===== src/ris_defines.vh =====
`ifndef RIS_DEFINES_VH
`define RIS_DEFINES_VH

// Width of the pin sample bundle
`define RIS_PIN_W      6
// Bit positions inside the pin sample bundle
`define RIS_PIN_CLK    0
`define RIS_PIN_REQ1   1
`define RIS_PIN_REQ2   2
`define RIS_PIN_QUAL1  3
`define RIS_PIN_QUAL2  4
`define RIS_PIN_MODE   5
// Reset values
`define RIS_PIN_RST    6'h00
`define RIS_FF_RST     1'h0
// Mode encoding of the synchronizer select
`define RIS_MODE_TWO   1'h0
`define RIS_MODE_ONE   1'h1

`endif


===== src/ris_ready_sync.v =====
`timescale 1ns/10ps
`include "ris_defines.vh"

module ris_ready_sync
(
  clk_sys,
  nrst,
  proc_clk,
  ready_request_one,
  ready_request_two,
  ready_qualifier_one_n,
  ready_qualifier_two_n,
  sync_mode_select,
  ready_out
);

  input  wire clk_sys;
  input  wire nrst;
  input  wire proc_clk;
  input  wire ready_request_one;
  input  wire ready_request_two;
  input  wire ready_qualifier_one_n;
  input  wire ready_qualifier_two_n;
  input  wire sync_mode_select;
  output wire ready_out;

  reg                   clk_meta_r;
  reg                   clk_sync_r;
  reg                   clk_prev_r;
  reg                   req_one_meta_r;
  reg                   req_one_sync_r;
  reg                   req_two_meta_r;
  reg                   req_two_sync_r;
  reg                   qual_one_meta_r;
  reg                   qual_one_sync_r;
  reg                   qual_two_meta_r;
  reg                   qual_two_sync_r;
  reg                   mode_meta_r;
  reg                   mode_sync_r;
  reg                   stage_one_r;
  reg                   stage_two_r;
  reg                   stage_one_nxt;
  reg                   stage_two_nxt;
  wire                  clk_rise;
  wire                  clk_fall;
  wire                  req_one_q;
  wire                  req_two_q;
  wire                  ready_req;
  wire                  mode_now;

  // Qualifiers are active low, as the bus enables are
  function qual_req;
    input req;
    input qual_n;
    begin
      qual_req = req & ~qual_n;
    end
  endfunction

  // Second stage choice made once per falling edge of the processor clock
  function stage_two_next;
    input mode;
    input stage_one;
    input req;
    begin
      if (mode == `RIS_MODE_ONE)
        stage_two_next = req;
      else
        // Deassert goes straight through; assert needs stage one first
        stage_two_next = stage_one & req;
    end
  endfunction

  // Processor clock is foreign to clk_sys; two flops, then edge history
  always @(posedge clk_sys)
  begin
    if (!nrst)
    begin
      clk_meta_r <= `RIS_FF_RST;
      clk_sync_r <= `RIS_FF_RST;
      clk_prev_r <= `RIS_FF_RST;
    end
    else
    begin
      clk_meta_r <= proc_clk;
      clk_sync_r <= clk_meta_r;
      clk_prev_r <= clk_sync_r;
    end
  end

  // Each pin has its own chain so all see the same two-edge latency
  always @(posedge clk_sys)
  begin
    if (!nrst)
    begin
      req_one_meta_r <= `RIS_FF_RST;
      req_one_sync_r <= `RIS_FF_RST;
    end
    else
    begin
      req_one_meta_r <= ready_request_one;
      req_one_sync_r <= req_one_meta_r;
    end
  end

  always @(posedge clk_sys)
  begin
    if (!nrst)
    begin
      req_two_meta_r <= `RIS_FF_RST;
      req_two_sync_r <= `RIS_FF_RST;
    end
    else
    begin
      req_two_meta_r <= ready_request_two;
      req_two_sync_r <= req_two_meta_r;
    end
  end

  always @(posedge clk_sys)
  begin
    if (!nrst)
    begin
      qual_one_meta_r <= `RIS_FF_RST;
      qual_one_sync_r <= `RIS_FF_RST;
    end
    else
    begin
      qual_one_meta_r <= ready_qualifier_one_n;
      qual_one_sync_r <= qual_one_meta_r;
    end
  end

  always @(posedge clk_sys)
  begin
    if (!nrst)
    begin
      qual_two_meta_r <= `RIS_FF_RST;
      qual_two_sync_r <= `RIS_FF_RST;
    end
    else
    begin
      qual_two_meta_r <= ready_qualifier_two_n;
      qual_two_sync_r <= qual_two_meta_r;
    end
  end

  always @(posedge clk_sys)
  begin
    if (!nrst)
    begin
      mode_meta_r <= `RIS_FF_RST;
      mode_sync_r <= `RIS_FF_RST;
    end
    else
    begin
      mode_meta_r <= sync_mode_select;
      mode_sync_r <= mode_meta_r;
    end
  end

  assign clk_rise = clk_sync_r & ~clk_prev_r;
  assign clk_fall = ~clk_sync_r & clk_prev_r;

  assign req_one_q = qual_req(req_one_sync_r, qual_one_sync_r);
  assign req_two_q = qual_req(req_two_sync_r, qual_two_sync_r);
  assign ready_req = req_one_q | req_two_q;
  assign mode_now  = mode_sync_r;

  always @*
  begin
    stage_one_nxt = stage_one_r;
    stage_two_nxt = stage_two_r;
    if (clk_rise)
      stage_one_nxt = ready_req;
    // Mode taken fresh each falling edge so it can follow the bus cycle
    if (clk_fall)
      stage_two_nxt = stage_two_next(mode_now, stage_one_r,
                                     ready_req);
  end

  always @(posedge clk_sys)
  begin
    if (!nrst)
    begin
      stage_one_r <= `RIS_FF_RST;
      stage_two_r <= `RIS_FF_RST;
    end
    else
    begin
      stage_one_r <= stage_one_nxt;
      stage_two_r <= stage_two_nxt;
    end
  end

  assign ready_out = stage_two_r;

endmodule // ris_ready_sync


===== config.mk =====
export PLATFORM = sky130hd
export DESIGN_NAME = ris_ready_sync
export DESIGN_NICKNAME = d
export VERILOG_FILES = /design/src/ris_ready_sync.v
export VERILOG_INCLUDE_DIRS = /design/src
export SDC_FILE = /design/constraint.sdc
export NUM_CORES = 1
export LEC_CHECK = 0
export ABC_AREA = 1
export BUFFER_PORTS_ARGS = -buffer_cell sky130_fd_sc_hd__buf_2
export CORE_UTILIZATION = 31
export DETAILED_ROUTE_END_ITERATION = 16
export REMOVE_ABC_BUFFERS = 1
export SYNTH_ARGS = -nofsm -noshare
export SYNTH_HDL_FRONTEND = slang
export SYNTH_SLANG_ARGS = --single-unit

===== constraint.sdc =====
create_clock -name clk_sys -period 1.51 [get_ports clk_sys]
set_input_delay 0.0755 -clock clk_sys [delete_from_list [all_inputs] [get_ports clk_sys]]
set_output_delay 0.0755 -clock clk_sys [all_outputs]
set_load 0.02 [all_outputs]

# Yosys cells after proc, flatten, opt, wreduce, memory -nomap -nowiden
# Cells that the tools add are included.
# W data, S select, Z words.
[totals]
register_bits = 15
latchBits = 0
ram_bits = 0
mem_bits_ro = 0
in_bits = 8
output_inout_bits = 1
elab_cells = 26
memories = 0
[op_classes]
add_sub_neg = 0
multipliers = 0
div_mod_pow = 0
n_lt_le_gt_ge = 0
n_eq_ne = 0
shifts = 0
n_mux = 1
bitwise = 10
n_reduce_logical = 0
[op_table]
columns = ["cell", "n"]
rows = [
  ["$and A1 B1 Y1", 5],
  ["$not A1 Y1", 4],
  ["$mux W1", 1],
  ["$or A1 B1 Y1", 1],
]

# Longest topological paths before layout
# Gate-level depths: netlist (run 1).
[depth]
depth_word = 5
ltp_mapped = 5

# Worst setup path after synthesis (run 1)
# No wires, ideal clock.
[synth_path]
kind = "register -> register"
startpoint = "register, netlist name ready_out"
endpoint = "register stage_two_r, in the netlist ready_out"
setup_ns = 0.066
arrival_ns = 0.626
required_ns = 1.444
setup_slack_ns = 0.818
stages_incl_launch_ff = 3
path_buffers = 0
period_less_slack_ns = 0.692
cell_sequence = "dfxtp_1 -> nand2_1 -> a21oi_2"
[synth_lines]
columns = ["item", "line_no", "rtl"]
rows = [
  ["to (signal assigned)", "ris_ready_sync.v:187", "stage_two_r <= `RIS_FF_RST;"],
  ["to (signal assigned)", "ris_ready_sync.v:192", "stage_two_r <= stage_two_nxt;"],
  ["to (decl)", "ris_ready_sync.v:41", "reg stage_two_r;"],
]

# Worst setup path after layout (run 1)
[layout_path]
startpoint = "register stage_two_r, in the netlist ready_out"
endpoint = "output port ready_out"
[layout_lines]
columns = ["item", "line_no", "rtl"]
rows = [
  ["to (decl)", "ris_ready_sync.v:25", "output wire ready_out;"],
]
# No word-level cell between the ends.

==> results of run 1 <==
## power by group through the flow
stage                     Sequential, mW  Clock [mW]  Combinational [mW]
after CTS                          0.416       0.234              0.0445
final                              0.416       0.225              0.0440
after detailed placement           0.426           0              0.0326
after floorplan                    0.425           0              0.0174
after global placement             0.425           0              0.0318
after global routing               0.418       0.255              0.0511
## kinds of logic (layout without fill, tap and decap cells)
logic type | after synthesis | after routing | synth area share, %
and+or+nand+nor | 23 | 23 | 18.82
DFF | 15 | 15 | 61.86
buffers and inverters | 18 | 35 | 15.46
AOI/OAI and AO/OA | 3 | 3 | 3.864
## cells in the final DEF (no fill, tap or decap), drive strengths merged
cell type	synthesis	layout
a21oi	2	2
buf	1	8
clkbuf	0	4
dfxtp	15	15
dlygate4sd3	0	6
inv	17	17
nand2	20	20
nor2	3	3
o21ai	1	1
## flip-flops by register name, summed over array words and instances (netlist names)
name,count
qual_one_sync_r,1
stage_one_r,1
clk_prev_r,1
qual_two_meta_r,1
clk_meta_r,1
req_one_meta_r,1
mode_now,1
req_two_sync_r,1
clk_sync_r,1
qual_two_sync_r,1
req_one_sync_r,1
req_two_meta_r,1
mode_meta_r,1
qual_one_meta_r,1
ready_out,1
## synth_stat cells
master                    count  share of area, %
sky130_fd_sc_hd__nand2_1     19                15
sky130_fd_sc_hd__dfxtp_1     15                62
sky130_fd_sc_hd__a21oi_1      1               1.0
sky130_fd_sc_hd__inv_1       16                12
sky130_fd_sc_hd__o21ai_0      1               1.0
sky130_fd_sc_hd__a21oi_2      1               1.8
sky130_fd_sc_hd__nand2_2      1               1.3
sky130_fd_sc_hd__inv_2        1              0.77
sky130_fd_sc_hd__nor2_1       2               1.5
sky130_fd_sc_hd__buf_6        1               2.3
sky130_fd_sc_hd__nor2_2       1               1.3
## worst max-delay path by stage
stage	start	to	slack [ps]	cells past startpoint
3_5_place_dp	clk_sync_r	stage_one_r	790	3
5_1_grt	ready_out	ready_out	610	1
3_3_place_gp	clk_sync_r	stage_one_r	810	3
2_1_floorplan	ready_out	ready_out	820	2
4_1_cts	ready_out	ready_out	650	1
6_report	ready_out	ready_out	670	1
## per-stage QoR
stage / util [%] / instances / worst slack [ps] / total power [mW]
final: 44.80 / 91 / 665.7 / 0.6855
after floorplan: - / 58 / 817.9 / 0.4421
after detailed placement: 38.55 / 81 / 789.4 / 0.4583
after CTS: 44.80 / 91 / 645.9 / 0.6950
after global placement: 38.55 / 81 / 808.1 / 0.4570
after global routing: 44.80 / 91 / 606.5 / 0.7240
## routing by layer
layer | part of all wire (%) | vias to the layer above | wire, um
met4 | 1.7 | 0 | 11
li1 | - | 196 | -
met1 | 47 | 139 | 314
met5 | 0 | - | 0
met3 | 4.2 | 2 | 28
met2 | 47 | 9 | 310
## area by class of cell
cell class	instances	area (um2)
Fill cell	139	763.2
Sequential cell	15	300.3
Multi-Input combinational cell	26	110.1
Timing Repair Buffer	14	100.1
Inverter	17	63.81
Clock buffer	4	26.28
Tap cell	15	18.77
==> results.txt, run 1 <==
----------------------------------------------------
[Hold path]
  Path type of the worst min-delay path ... input pin to register
  Count of cells along the worst hold path ... 3
  WHS Endpoint ... mode_meta_r
  Hold Crit Start ... nrst

[Layout]
  Growth of design area from synthesis to finish ... 27.58%
  Final design instance area without fill ... 619.3 um2
  Share of layout cells above drive strength 1 ... 19.74%
  Number of antenna cells inserted ... 0
  # nets final ... 85

[Job]
  Number of max-cap violations ... 0

[CTS]
  Resize count post-CTS ... 0
  # hold bufs at CTS ... 6
  Setup fix buffers added after clock tree synthesis ... 0
  Clock buffers created by TritonCTS ... 3
  Number of clock sinks ... 15
  H-tree lvl count ... 1
  CTS tree ... done
  Clock-pin transition on the worst setup and hold timing paths ... roughly 80 ps
  Clock latency of the later-clocked register in the worst-skew pair ... around 280 ps
  Max Buffers Root-to-Sink ... 2
  Clock root buffer ... sky130_fd_sc_hd__clkbuf_4

[GRT]
  Most congested layer reported by global routing ... met2
  Global Route met1 Usage ... about a tenth
  Tot GR Track Use ... roughly a tenth
  GR Util met2 ... 15.31%
  Vias in the first global route ... 316
  Largest net degree at the start of global routing ... 15
  Number of antenna violations at the first check in global routing ... 0
  GRT overflow ... 0
  Wire length of the first global-routing pass ... 1207 um
  GR Layer Usage met3 ... 3.913%

[Worst setup path]
  Slack of the worst reg-to-reg path ... ~780 ps
  Worst endpoint data arrival time ... approximately 770 ps
  Slowest stage cell, crit path ... sky130_fd_sc_hd__dfxtp_1
  Total buffers and inverters traversed by the critical path ... 1
  Kind of critical path ... register to primary output
  Largest fanout on the critical path ... 2
  Critical Path Sink Type ... primary output
  Capture instance of the worst register-to-register path ... ready_out
  Startpoint type of the worst setup path ... register
  Max stage delay on crit path ... 330 ps
  Data required time of the critical path ... between 1000 and 1500 ps
  Worst reg2reg path depth ... 5
  Worst path top cell family by delay ... flip-flops
  Worst-path cell chain ... buf_2
  FF-to-FF Start ... clk_sync_r

[Synth]
  Synth Cell Area ... 485.5 um2
  Warning count from the yosys run ... 0
  Sequential cell area fraction in the yosys report ... 61.86%
  Average instance area after synthesis ... 8.228 um2
  Flop and latch count out of synthesis ... 15
  Synthesized netlist cell count ... 59
  Post-synth cell types ... 11

[Timing]
  Post-Route Setup TNS ... 0 ps
  Transition time at the pin with the least slew margin ... 226.5 ps
  Worst max-slew margin expressed relative to the limit ... 84.90%
  Hold Vio Cnt, Final ... 0
  Clock skew after layout ... 0.4430 ps
  Time the final worst path needs with I/O delays and setup ... 844.3 ps
  Period Utilization, post-route ... 55.92%
  Max-slew violation count ... 0
  Number of setup violations in the final report ... 0
  Timing-limited maximum frequency ... 1184 MHz
  Worst hold-check slack ... 118.5 ps
  Unrepaired setup endpoints after global routing ... no

[Placed design]
  Final GP Congestion ... 0.6452
  Number of input and output port buffers inserted ... 8
  Post-DP Area ... approximately 530 um2

[Detailed routing]
  Count of TritonRoute iterations in the first routing pass ... 2
  Starting DRT DRC Count ... 2
  Vias per std cell ... 3.802
  Post-detailed-route DRC marker count ... 0
  Number of nets still failing antenna checks after routing ... 0
  Wire length per cell after detailed routing ... approximately 7.3 um
  Count of vias placed by the detailed router ... 346
  Detailed-route wire length ... 666 um

[Die]
  Die area ... about 1700 um2
  Horiz. Die Dim ... 41.57 um
  I/O pins ... 9
  Initial Util ... a little over a third
  Total number of placement rows ... 13
  Core ar. ... 1383 um2
  Die height ... between 40 and 50 um

[Pwr]
  PD cells ... about 1100 nW/um2
  Leak pwr ... 0.3577 nW
  Net switching component of the power ... 0.1473 mW
  Logic gate share of total power ... under 10%
  Sequential group share of total power ... 60.7%
  Internal power component ... 0.5382 mW
  Switching portion of total power ... between 20% and 30%
  Share of total power in the clock network ... about a third
  IR drop worst, VDD ... 0.5193 mV

[Outcome]
  Run status ... finished, final reports clean

----------------------------------------------------
Power figures use the tool's default switching activity.
==> run 2: changes to the inputs <==
--- a/config.mk
+++ b/config.mk
@@ -6,7 +6,7 @@
 export SDC_FILE = /design/constraint.sdc
 export NUM_CORES = 1
 export LEC_CHECK = 0
-export ABC_AREA = 1
+export ABC_AREA = 0
 export BUFFER_PORTS_ARGS = -buffer_cell sky130_fd_sc_hd__buf_2
 export CORE_UTILIZATION = 31
 export DETAILED_ROUTE_END_ITERATION = 16
==> constraint.sdc (replaced) <==
create_clock -name clk_sys -period 0.8 [get_ports clk_sys]
set_input_delay 0.04 -clock clk_sys [delete_from_list [all_inputs] [get_ports clk_sys]]
set_output_delay 0.04 -clock clk_sys [all_outputs]
set_load 0.02 [all_outputs]
==> run 2 against run 1 <==
  * Synthesized cell count shrank 32%
  * First-iteration DRC count is the same
  * Highest routed layer unchanged
  * Sequential cell count is the same
  * Combinational power grew 97%
  * Largest power group unchanged
  * Critical path type is now register to register
  * Non-clock buffer count is the same
  * Critical path depth grew 2
  * Die area shrank 2.4%
  * Synthesized area shrank 2.6%
  * Global-route usage grew 0.87 points
==> results.txt, run 2 <==
----------------------------------------------------
[Hold path]
  Path type of the worst min-delay path ... input pin to register (unchanged)

[Layout]
  Number of antenna cells inserted ... 0 (unchanged)
  Most frequent cells in the layout ... 13 x sky130_fd_sc_hd__and2_1, 13 x sky130_fd_sc_hd__dfxtp_1, 7 x sky130_fd_sc_hd__buf_2 (was 19 x sky130_fd_sc_hd__nand2_1, 16 x sky130_fd_sc_hd__inv_1, 15 x sky130_fd_sc_hd__dfxtp_1)
  # nets final ... 66 (was 85)
  Growth of design area from synthesis to finish ... 34.13% (was 27.58%)
  Final core utilization ... 46.43% (was 44.80%)
  Post-route insts no fill ... 72 (was 91)
  Filler cells ... 142 (was 139)
  Share of layout cells above drive strength 1 ... 36.84% (was 19.74%)

[GRT]
  Vias in the first global route ... 284 (was 316)
  Wire length of the first global-routing pass ... 1021 um (was 1207 um)
  Number of antenna violations at the first check in global routing ... 0 (unchanged)
  GRT overflow ... 0 (unchanged)
  Tot GR Track Use ... 10.71% (was 9.838%)
  Largest net degree at the start of global routing ... 16 (was 15)

[Worst setup path]
  Worst endpoint data arrival time ... 1000 ps (was 770 ps)
  Startpoint type of the worst setup path ... register (unchanged)
  Critical Path Sink Type ... register (was primary output)
  Data required time of the critical path ... 1010 ps (was 1430 ps)
  Kind of critical path ... register to register (was register to primary output)
  Largest fanout on the critical path ... 2 (unchanged)

[Die]
  Core ar. ... 1366 um2 (was 1383 um2)
  Horiz. Die Dim ... 41.06 um (was 41.57 um)
  Initial Util ... 34.62% (was 35.11%)
  I/O pins ... 9 (unchanged)
  Die height ... 41.06 um (was 41.57 um)
  Die area ... 1686 um2 (was 1728 um2)
  Total number of placement rows ... 13 (unchanged)

[CTS]
  Max Buffers Root-to-Sink ... 2 (unchanged)
  CTS tree ... done (unchanged)
  Clock root buffer ... sky130_fd_sc_hd__clkbuf_4 (unchanged)
  H-tree lvl count ... 1 (unchanged)
  Number of clock sinks ... 15 (unchanged)
  Clock buffers created by TritonCTS ... 3 (unchanged)
  Clock latency of the later-clocked register in the worst-skew pair ... 280 ps (about the same)
  Clock-pin transition on the worst setup and hold timing paths ... 80 ps (about the same)

[Detailed routing]
  Post-detailed-route DRC marker count ... 0 (unchanged)
  Detailed-route wire length ... 624 um (was 666 um)
  Vias per std cell ... 4.222 (was 3.802)
  Count of TritonRoute iterations in the first routing pass ... 2 (unchanged)
  Wire length per cell after detailed routing ... 8.667 um (was 7.319 um)
  Starting DRT DRC Count ... 2 (unchanged)
  Count of vias placed by the detailed router ... 304 (was 346)
  Number of nets still failing antenna checks after routing ... 0 (unchanged)

[Timing]
  Unrepaired setup endpoints after global routing ... yes (was no)
  Timing-limited maximum frequency ... 1272 MHz
  Clock skew after layout ... 0.5428 ps (was 0.4430 ps)
  Hold Vio Cnt, Final ... 0 (unchanged)
  Time the final worst path needs with I/O delays and setup ... 786.3 ps
  Worst max-slew margin expressed relative to the limit ... 87.33% (was 84.90%)
  Number of setup violations in the final report ... 0 (unchanged)
  Max-slew violation count ... 0 (unchanged)
  Transition time at the pin with the least slew margin ... 190.0 ps (was 226.5 ps)
  Period Utilization, post-route ... a little over nine tenths

[Synth]
  EDFF count, synth ... 0 (unchanged)
  Average instance area after synthesis ... 11.82 um2 (was 8.228 um2)
  Xor/xnor share of the synthesized area ... 0% (unchanged)
  Warning count from the yosys run ... 0 (unchanged)
  Post-synth cell types ... 12 (was 11)
  Top cell type's share of synthesized area ... 63.49% (was 61.86%)
  Sequential cell area fraction in the yosys report ... 63.49% (was 61.86%)
  Ys flop type ... sky130_fd_sc_hd__dfxtp_1 (unchanged)
  Top cells by area, synth ... sky130_fd_sc_hd__dfxtp_1 63%, sky130_fd_sc_hd__and2_1 17%, sky130_fd_sc_hd__nor2b_4 5.8%, sky130_fd_sc_hd__a311oi_2 3.2%, sky130_fd_sc_hd__o221ai_1 1.9% (was sky130_fd_sc_hd__dfxtp_1 62%, sky130_fd_sc_hd__nand2_1 15%, sky130_fd_sc_hd__inv_1 12%, sky130_fd_sc_hd__buf_6 2.3%, sky130_fd_sc_hd__a21oi_2 1.8%)
  Synth Area in Adders ... 0% (unchanged)
  Synthesized netlist cell count ... 40 (was 59)
  Flop and latch count out of synthesis ... 15 (unchanged)
  Combinational family with the most area after synthesis ... simple AND/OR/NAND/NOR gates (unchanged)
  Top cell type by total area after synthesis ... sky130_fd_sc_hd__dfxtp_1 (unchanged)
  Most used standard cells in the synthesized netlist ... 15 x sky130_fd_sc_hd__dfxtp_1, 13 x sky130_fd_sc_hd__and2_1, 2 x sky130_fd_sc_hd__inv_1, 2 x sky130_fd_sc_hd__nor2b_4 (was 19 x sky130_fd_sc_hd__nand2_1, 16 x sky130_fd_sc_hd__inv_1, 15 x sky130_fd_sc_hd__dfxtp_1)
  Multiplexer area fraction after synthesis ... 0% (unchanged)
  Post-synthesis simple-gate area fraction ... 25.13% (was 18.81%)
  Synth Cell Area ... 473.0 um2 (was 485.5 um2)
  Share of flip-flops with an asynchronous set or reset after synthesis ... 0% (unchanged)
  Most frequently used cell type in the post-synthesis netlist ... sky130_fd_sc_hd__dfxtp_1 (was sky130_fd_sc_hd__nand2_1)
  Share of the synthesized area in compound gates (AO/OA/AOI/OAI) ... 8.730% (was 3.866%)

[Pwr]
  IR drop worst, VDD ... 1.164 mV (was 0.5193 mV)
  PD cells ... 2039 nW/um2 (was 1107 nW/um2)
  Leak pwr ... 0.2641 nW (was 0.3577 nW)

[Placed design]
  Cell count after placement ... 62 (was 81)
  Final GP Congestion ... 0.6119 (was 0.6452)
  Placed wire-length estimate after detailed placement ... between 300 and 400 um
  Number of input and output port buffers inserted ... 8 (unchanged)

[Job]
  Number of max-cap violations ... 0 (unchanged)

[Outcome]
  Run status ... finished, final reports clean (unchanged)

----------------------------------------------------
-- run 2: final cells by class --
type / instances / area, um2 / area share (%)
clock inverter: 1 / 5.005 / 0.7890
inverter: 2 / 7.507 / 1.183
timing repair buffer: 14 / 106.4 / 16.77
multi-input combinational: 22 / 171.4 / 27.02
tap: 15 / 18.77 / 2.959
sequential: 15 / 302.8 / 47.73
clock buffer: 3 / 22.52 / 3.550
-- run 2: power breakdown --
part	leakage (nW)	internal (mW)	switching [mW]	total (mW)
sequential	0.125	0.779	0.0133	0.792
combinational	0.122	0.0579	0.0288	0.0867
clock	0.0177	0.186	0.229	0.415
total	0.264	1.02	0.271	1.29
-- run 2: timing repair --
item | CTS | global route
hold buffers | 6 | 0
pin swaps | 2 | 4
endpoints found under the hold margin | 6 | 0
gates resized for setup | 3 | 5
buffers inserted | 0 | 0
endpoints found under the setup margin | 2 | 3
-- run 2: stage by stage --
stage	area (um2)	setup TNS (ps)	hold WS [ps]	total power [mW]	worst slack, ps
after floorplan	467.9	0	161.7	0.8414	27.58
after global placement	526.8	-0.6621	245.3	0.8668	-0.6621
after detailed placement	526.8	-21.03	249.1	0.8706	-21.03
after CTS	620.6	-7.969	83.80	1.314	-7.969
after global routing	634.4	-50.20	102.0	1.367	-27.65
final	634.4	0	84.74	1.293	13.69
-- run 2: layer usage --
| metal | up-vias | track usage, % | wire length (um) |
|---|---|---|---|
| met2 | 10 | 17.97 | 289 |
| met3 | 5 | 8.152 | 41 |
| met5 | - | 0 | 0 |
| met4 | 0 | 10.00 | 23 |
| met1 | 127 | 7.261 | 270 |
| li1 | 162 | - | - |
-- run 2: logic make-up (layout without fill, tap and decap cells) --
logic type / Yosys count / after routing
AOI/OAI and AO/OA: 5 / 5
buffers and inverters: 3 / 20
DFF: 15 / 15
and+or+nand+nor: 17 / 17
-- run 2: final timing paths --
path / from / endpoint / slack, ps / cells after the start
setup / recovery: clk_prev_r / ready_out / 10 / 3
hold / removal: nrst / stage_one_r / 80 / 3
setup reg to reg: clk_prev_r / ready_out / 10 / 3
hold reg to reg: clk_meta_r / clk_sync_r / 430 / 1
-- run 2: worst max-delay path, stage by stage (launching register included) --
cell                       delay [ps]
sky130_fd_sc_hd__dfxtp_1          350
sky130_fd_sc_hd__nor2b_2          160
sky130_fd_sc_hd__o221ai_2          90
sky130_fd_sc_hd__a21boi_1         130
==> run 3: changes to the inputs <==
--- a/config.mk
+++ b/config.mk
@@ -8,8 +8,12 @@
 export LEC_CHECK = 0
 export ABC_AREA = 0
 export BUFFER_PORTS_ARGS = -buffer_cell sky130_fd_sc_hd__buf_2
+export CELL_PAD_IN_SITES_DETAIL_PLACEMENT = 1
+export CELL_PAD_IN_SITES_GLOBAL_PLACEMENT = 1
+export CORE_MARGIN = 3
 export CORE_UTILIZATION = 31
 export DETAILED_ROUTE_END_ITERATION = 16
+export PLACE_DENSITY_LB_ADDON = 0.1
 export REMOVE_ABC_BUFFERS = 1
 export SYNTH_ARGS = -nofsm -noshare
 export SYNTH_HDL_FRONTEND = slang
==> run 3 against run 2 <==
  * Register-to-register slack hardly changed
  * Clock-buffer cell count stayed put
  * Sequential cell count stayed put
  * Sequential share of layout area is 0.87 points higher
  * Fmax is 0.96% lower
  * Largest power group unchanged
  * Design area is 0.99% lower
  * First-iteration DRC count grew to 3.0 times the previous value
==> results.txt, run 3 (synthesis results as in run 2) <==
----------------------------------------------------
[Outcome]
  Run status ... finished, final reports clean (unchanged)

[Hold path]
  Count of cells along the worst hold path ... 3 (unchanged)
  WHS Endpoint ... stage_one_r (unchanged)
  Path type of the worst min-delay path ... input pin to register (unchanged)
  Hold Crit Start ... nrst (unchanged)

[Layout]
  Share of layout cells above drive strength 1 ... 36.84% (unchanged)
  # nets final ... 66 (unchanged)
  Growth of design area from synthesis to finish ... 32.80% (was 34.13%)
  Most frequent cells in the layout ... 13 x sky130_fd_sc_hd__and2_1, 11 x sky130_fd_sc_hd__dfxtp_1, 7 x sky130_fd_sc_hd__buf_2 (was 13 x sky130_fd_sc_hd__and2_1, 13 x sky130_fd_sc_hd__dfxtp_1, 7 x sky130_fd_sc_hd__buf_2)
  Final design instance area without fill ... 628.1 um2 (was 634.4 um2)
  Filler cells ... 159 (was 142)
  Number of antenna cells inserted ... 0 (unchanged)
  Area used by multi-input combinational logic ... 162.7 um2 (was 171.4 um2)
  Most common cell after layout, fill and taps aside ... sky130_fd_sc_hd__and2_1
  Storage cell area ... 305.3 um2 (was 302.8 um2)

[GRT]
  Most congested layer reported by global routing ... met2 (unchanged)
  Wire length of the first global-routing pass ... 1380 um (was 1021 um)
  Number of antenna violations at the first check in global routing ... 0 (unchanged)
  Largest net degree at the start of global routing ... 16 (unchanged)
  Global Route met1 Usage ... 10.32% (was 7.261%)
  Tot GR Track Use ... 10.10% (was 10.71%)
  GR Util met2 ... 15.82% (was 17.97%)
  GRT overflow ... 0 (unchanged)
  Vias in the first global route ... 339 (was 284)
  GR Layer Usage met3 ... 7.570% (was 8.152%)

[CTS]
  Setup fix buffers added after clock tree synthesis ... 0 (unchanged)
  Clock-pin transition on the worst setup and hold timing paths ... 90 ps (was 80 ps)
  Number of clock sinks ... 15 (unchanged)
  Clock buffers created by TritonCTS ... 3 (unchanged)
  Clock root buffer ... sky130_fd_sc_hd__clkbuf_4 (unchanged)
  H-tree lvl count ... 1 (unchanged)
  CTS tree ... done (unchanged)
  Clock latency of the later-clocked register in the worst-skew pair ... 280 ps (about the same)
  Max Buffers Root-to-Sink ... 2 (unchanged)

[Timing]
  Period Utilization, post-route ... 99.24% (was 98.29%)
  Hold Vio Cnt, Final ... 0 (unchanged)
  Transition time at the pin with the least slew margin ... 198.3 ps (was 190.0 ps)
  Max-slew violation count ... 0 (unchanged)
  Timing-limited maximum frequency ... 1260 MHz (was 1272 MHz)
  Worst max-slew margin expressed relative to the limit ... 86.78% (was 87.33%)
  Worst hold-check slack ... 92.01 ps (was 84.74 ps)
  Number of setup violations in the final report ... 0 (unchanged)
  Time the final worst path needs with I/O delays and setup ... 793.9 ps (was 786.3 ps)
  Clock skew after layout ... 1.090 ps (was 0.5428 ps)
  Unrepaired setup endpoints after global routing ... yes (unchanged)

[Worst setup path]
  Largest fanout on the critical path ... 3 (was 2)
  Max stage delay on crit path ... 330 ps (was 350 ps)
  Capture instance of the worst register-to-register path ... stage_one_r (was ready_out)
  Total buffers and inverters traversed by the critical path ... 1 (was 0)
  Worst path top cell family by delay ... flip-flops (unchanged)
  Worst reg2reg path depth ... 3 (unchanged)
  Slack of the worst reg-to-reg path ... 6 ps (was 10 ps)
  Startpoint type of the worst setup path ... register (unchanged)
  Worst-path cell chain ... inv_2, a21oi_1, a311oi_2 (was nor2b_2, o221ai_2, a21boi_1)
  Worst endpoint data arrival time ... 990 ps (was 1000 ps)
  Kind of critical path ... register to register (unchanged)
  Data required time of the critical path ... 1000 ps (was 1010 ps)
  Slowest stage cell, crit path ... sky130_fd_sc_hd__dfxtp_2 (was sky130_fd_sc_hd__dfxtp_1)
  Critical Path Sink Type ... register (unchanged)
  FF-to-FF Start ... clk_prev_r (unchanged)

[Die]
  Die area ... 2030 um2 (was 1686 um2)
  Die height ... 45.06 um (was 41.06 um)
  Total number of placement rows ... 13 (unchanged)
  Core ar. ... 1366 um2 (unchanged)
  I/O pins ... 9 (unchanged)
  Horiz. Die Dim ... 45.06 um (was 41.06 um)
  Initial Util ... 34.62% (unchanged)

[Detailed routing]
  Wire length per cell after detailed routing ... 10.65 um (was 8.667 um)
  Count of TritonRoute iterations in the first routing pass ... 3 (was 2)
  Number of nets still failing antenna checks after routing ... 0 (unchanged)
  Post-detailed-route DRC marker count ... 0 (unchanged)
  Vias per std cell ... 4.486 (was 4.222)
  Detailed-route wire length ... 767 um (was 624 um)
  Count of vias placed by the detailed router ... 323 (was 304)
  Starting DRT DRC Count ... 6 (was 2)

[Placed design]
  Placed wire-length estimate after detailed placement ... 490.7 um (was 399.5 um)
  Final GP Congestion ... 0.6343 (was 0.6119)
  Number of input and output port buffers inserted ... 8 (unchanged)
  Post-DP Area ... 526.8 um2 (unchanged)

[Pwr]
  PD cells ... 2072 nW/um2 (was 2039 nW/um2)
  IR drop worst, VDD ... 1.219 mV (was 1.164 mV)
  Leak pwr ... 0.2648 nW (was 0.2641 nW)

[Job]
  Number of max-cap violations ... 0 (unchanged)

----------------------------------------------------
==> run 3: worst max-delay path by stage <==
stage / from / to / slack (ps) / cells past startpoint
after floorplan: req_two_sync_r / stage_one_r / 30 / 3
after global placement: req_two_sync_r / stage_one_r / 5 / 3
after detailed placement: req_one_sync_r / stage_one_r / -30 / 3
after CTS: req_one_sync_r / ready_out / 3 / 3
after global routing: clk_sync_r / ready_out / -60 / 3
final: clk_prev_r / stage_one_r / 6 / 3
==> run 3: layout make-up <==
| cell class | instances | share of cell area, % |
|---|---|---|
| Clock buffer | 3 | 3.586 |
| Sequential cell | 15 | 48.61 |
| Tap cell | 15 | 2.988 |
| Clock inverter | 1 | 0.7968 |
| Inverter | 2 | 1.195 |
| Multi-Input combinational cell | 22 | 25.90 |
| Timing Repair Buffer | 14 | 16.93 |
==> run 3: per-layer routing <==
layer | vias to the layer above | share of wire, %
met5 | - | 0
met4 | 0 | 0
met3 | 0 | 10
met2 | 12 | 50
met1 | 151 | 40
li1 | 160 | -
==> run 3: repair_timing <==
action,4_1_cts,5_1_grt
pin swaps,1,0
endpoints found under the hold margin,6,0
endpoints found under the setup margin,3,3
resized for setup,7,1
hold buffers,6,0
==> run 3: per-stage QoR <==
| step | util, % | setup WS [ps] | instances | TNS (ps) | power [mW] |
|---|---|---|---|---|---|
| after global routing | 45.97 | -56.99 | 72 | -112.6 | 1.380 |
| final | 45.97 | 6.067 | 72 | 0 | 1.301 |
| after detailed placement | 38.55 | -27.99 | 62 | -27.99 | 0.8726 |
| after global placement | 38.55 | 5.033 | 62 | 0 | 0.8669 |
| after CTS | 45.79 | 2.592 | 72 | 0 | 1.324 |
| after floorplan | - | 27.58 | 39 | 0 | 0.8414 |
==> run 3: worst reg2reg max path, stage by stage, from the launching register on <==
cell and delay, ps:
sky130_fd_sc_hd__dfxtp_2 330, sky130_fd_sc_hd__inv_2 70, sky130_fd_sc_hd__a21oi_1 80, sky130_fd_sc_hd__a311oi_2 240
==> run 3: where the power goes <==
group          switching [mW]  leakage [nW]  internal, mW
Combinational          0.0299         0.122        0.0575
Clock                   0.237        0.0177         0.186
Sequential             0.0126         0.125         0.779
Total                   0.279         0.265          1.02
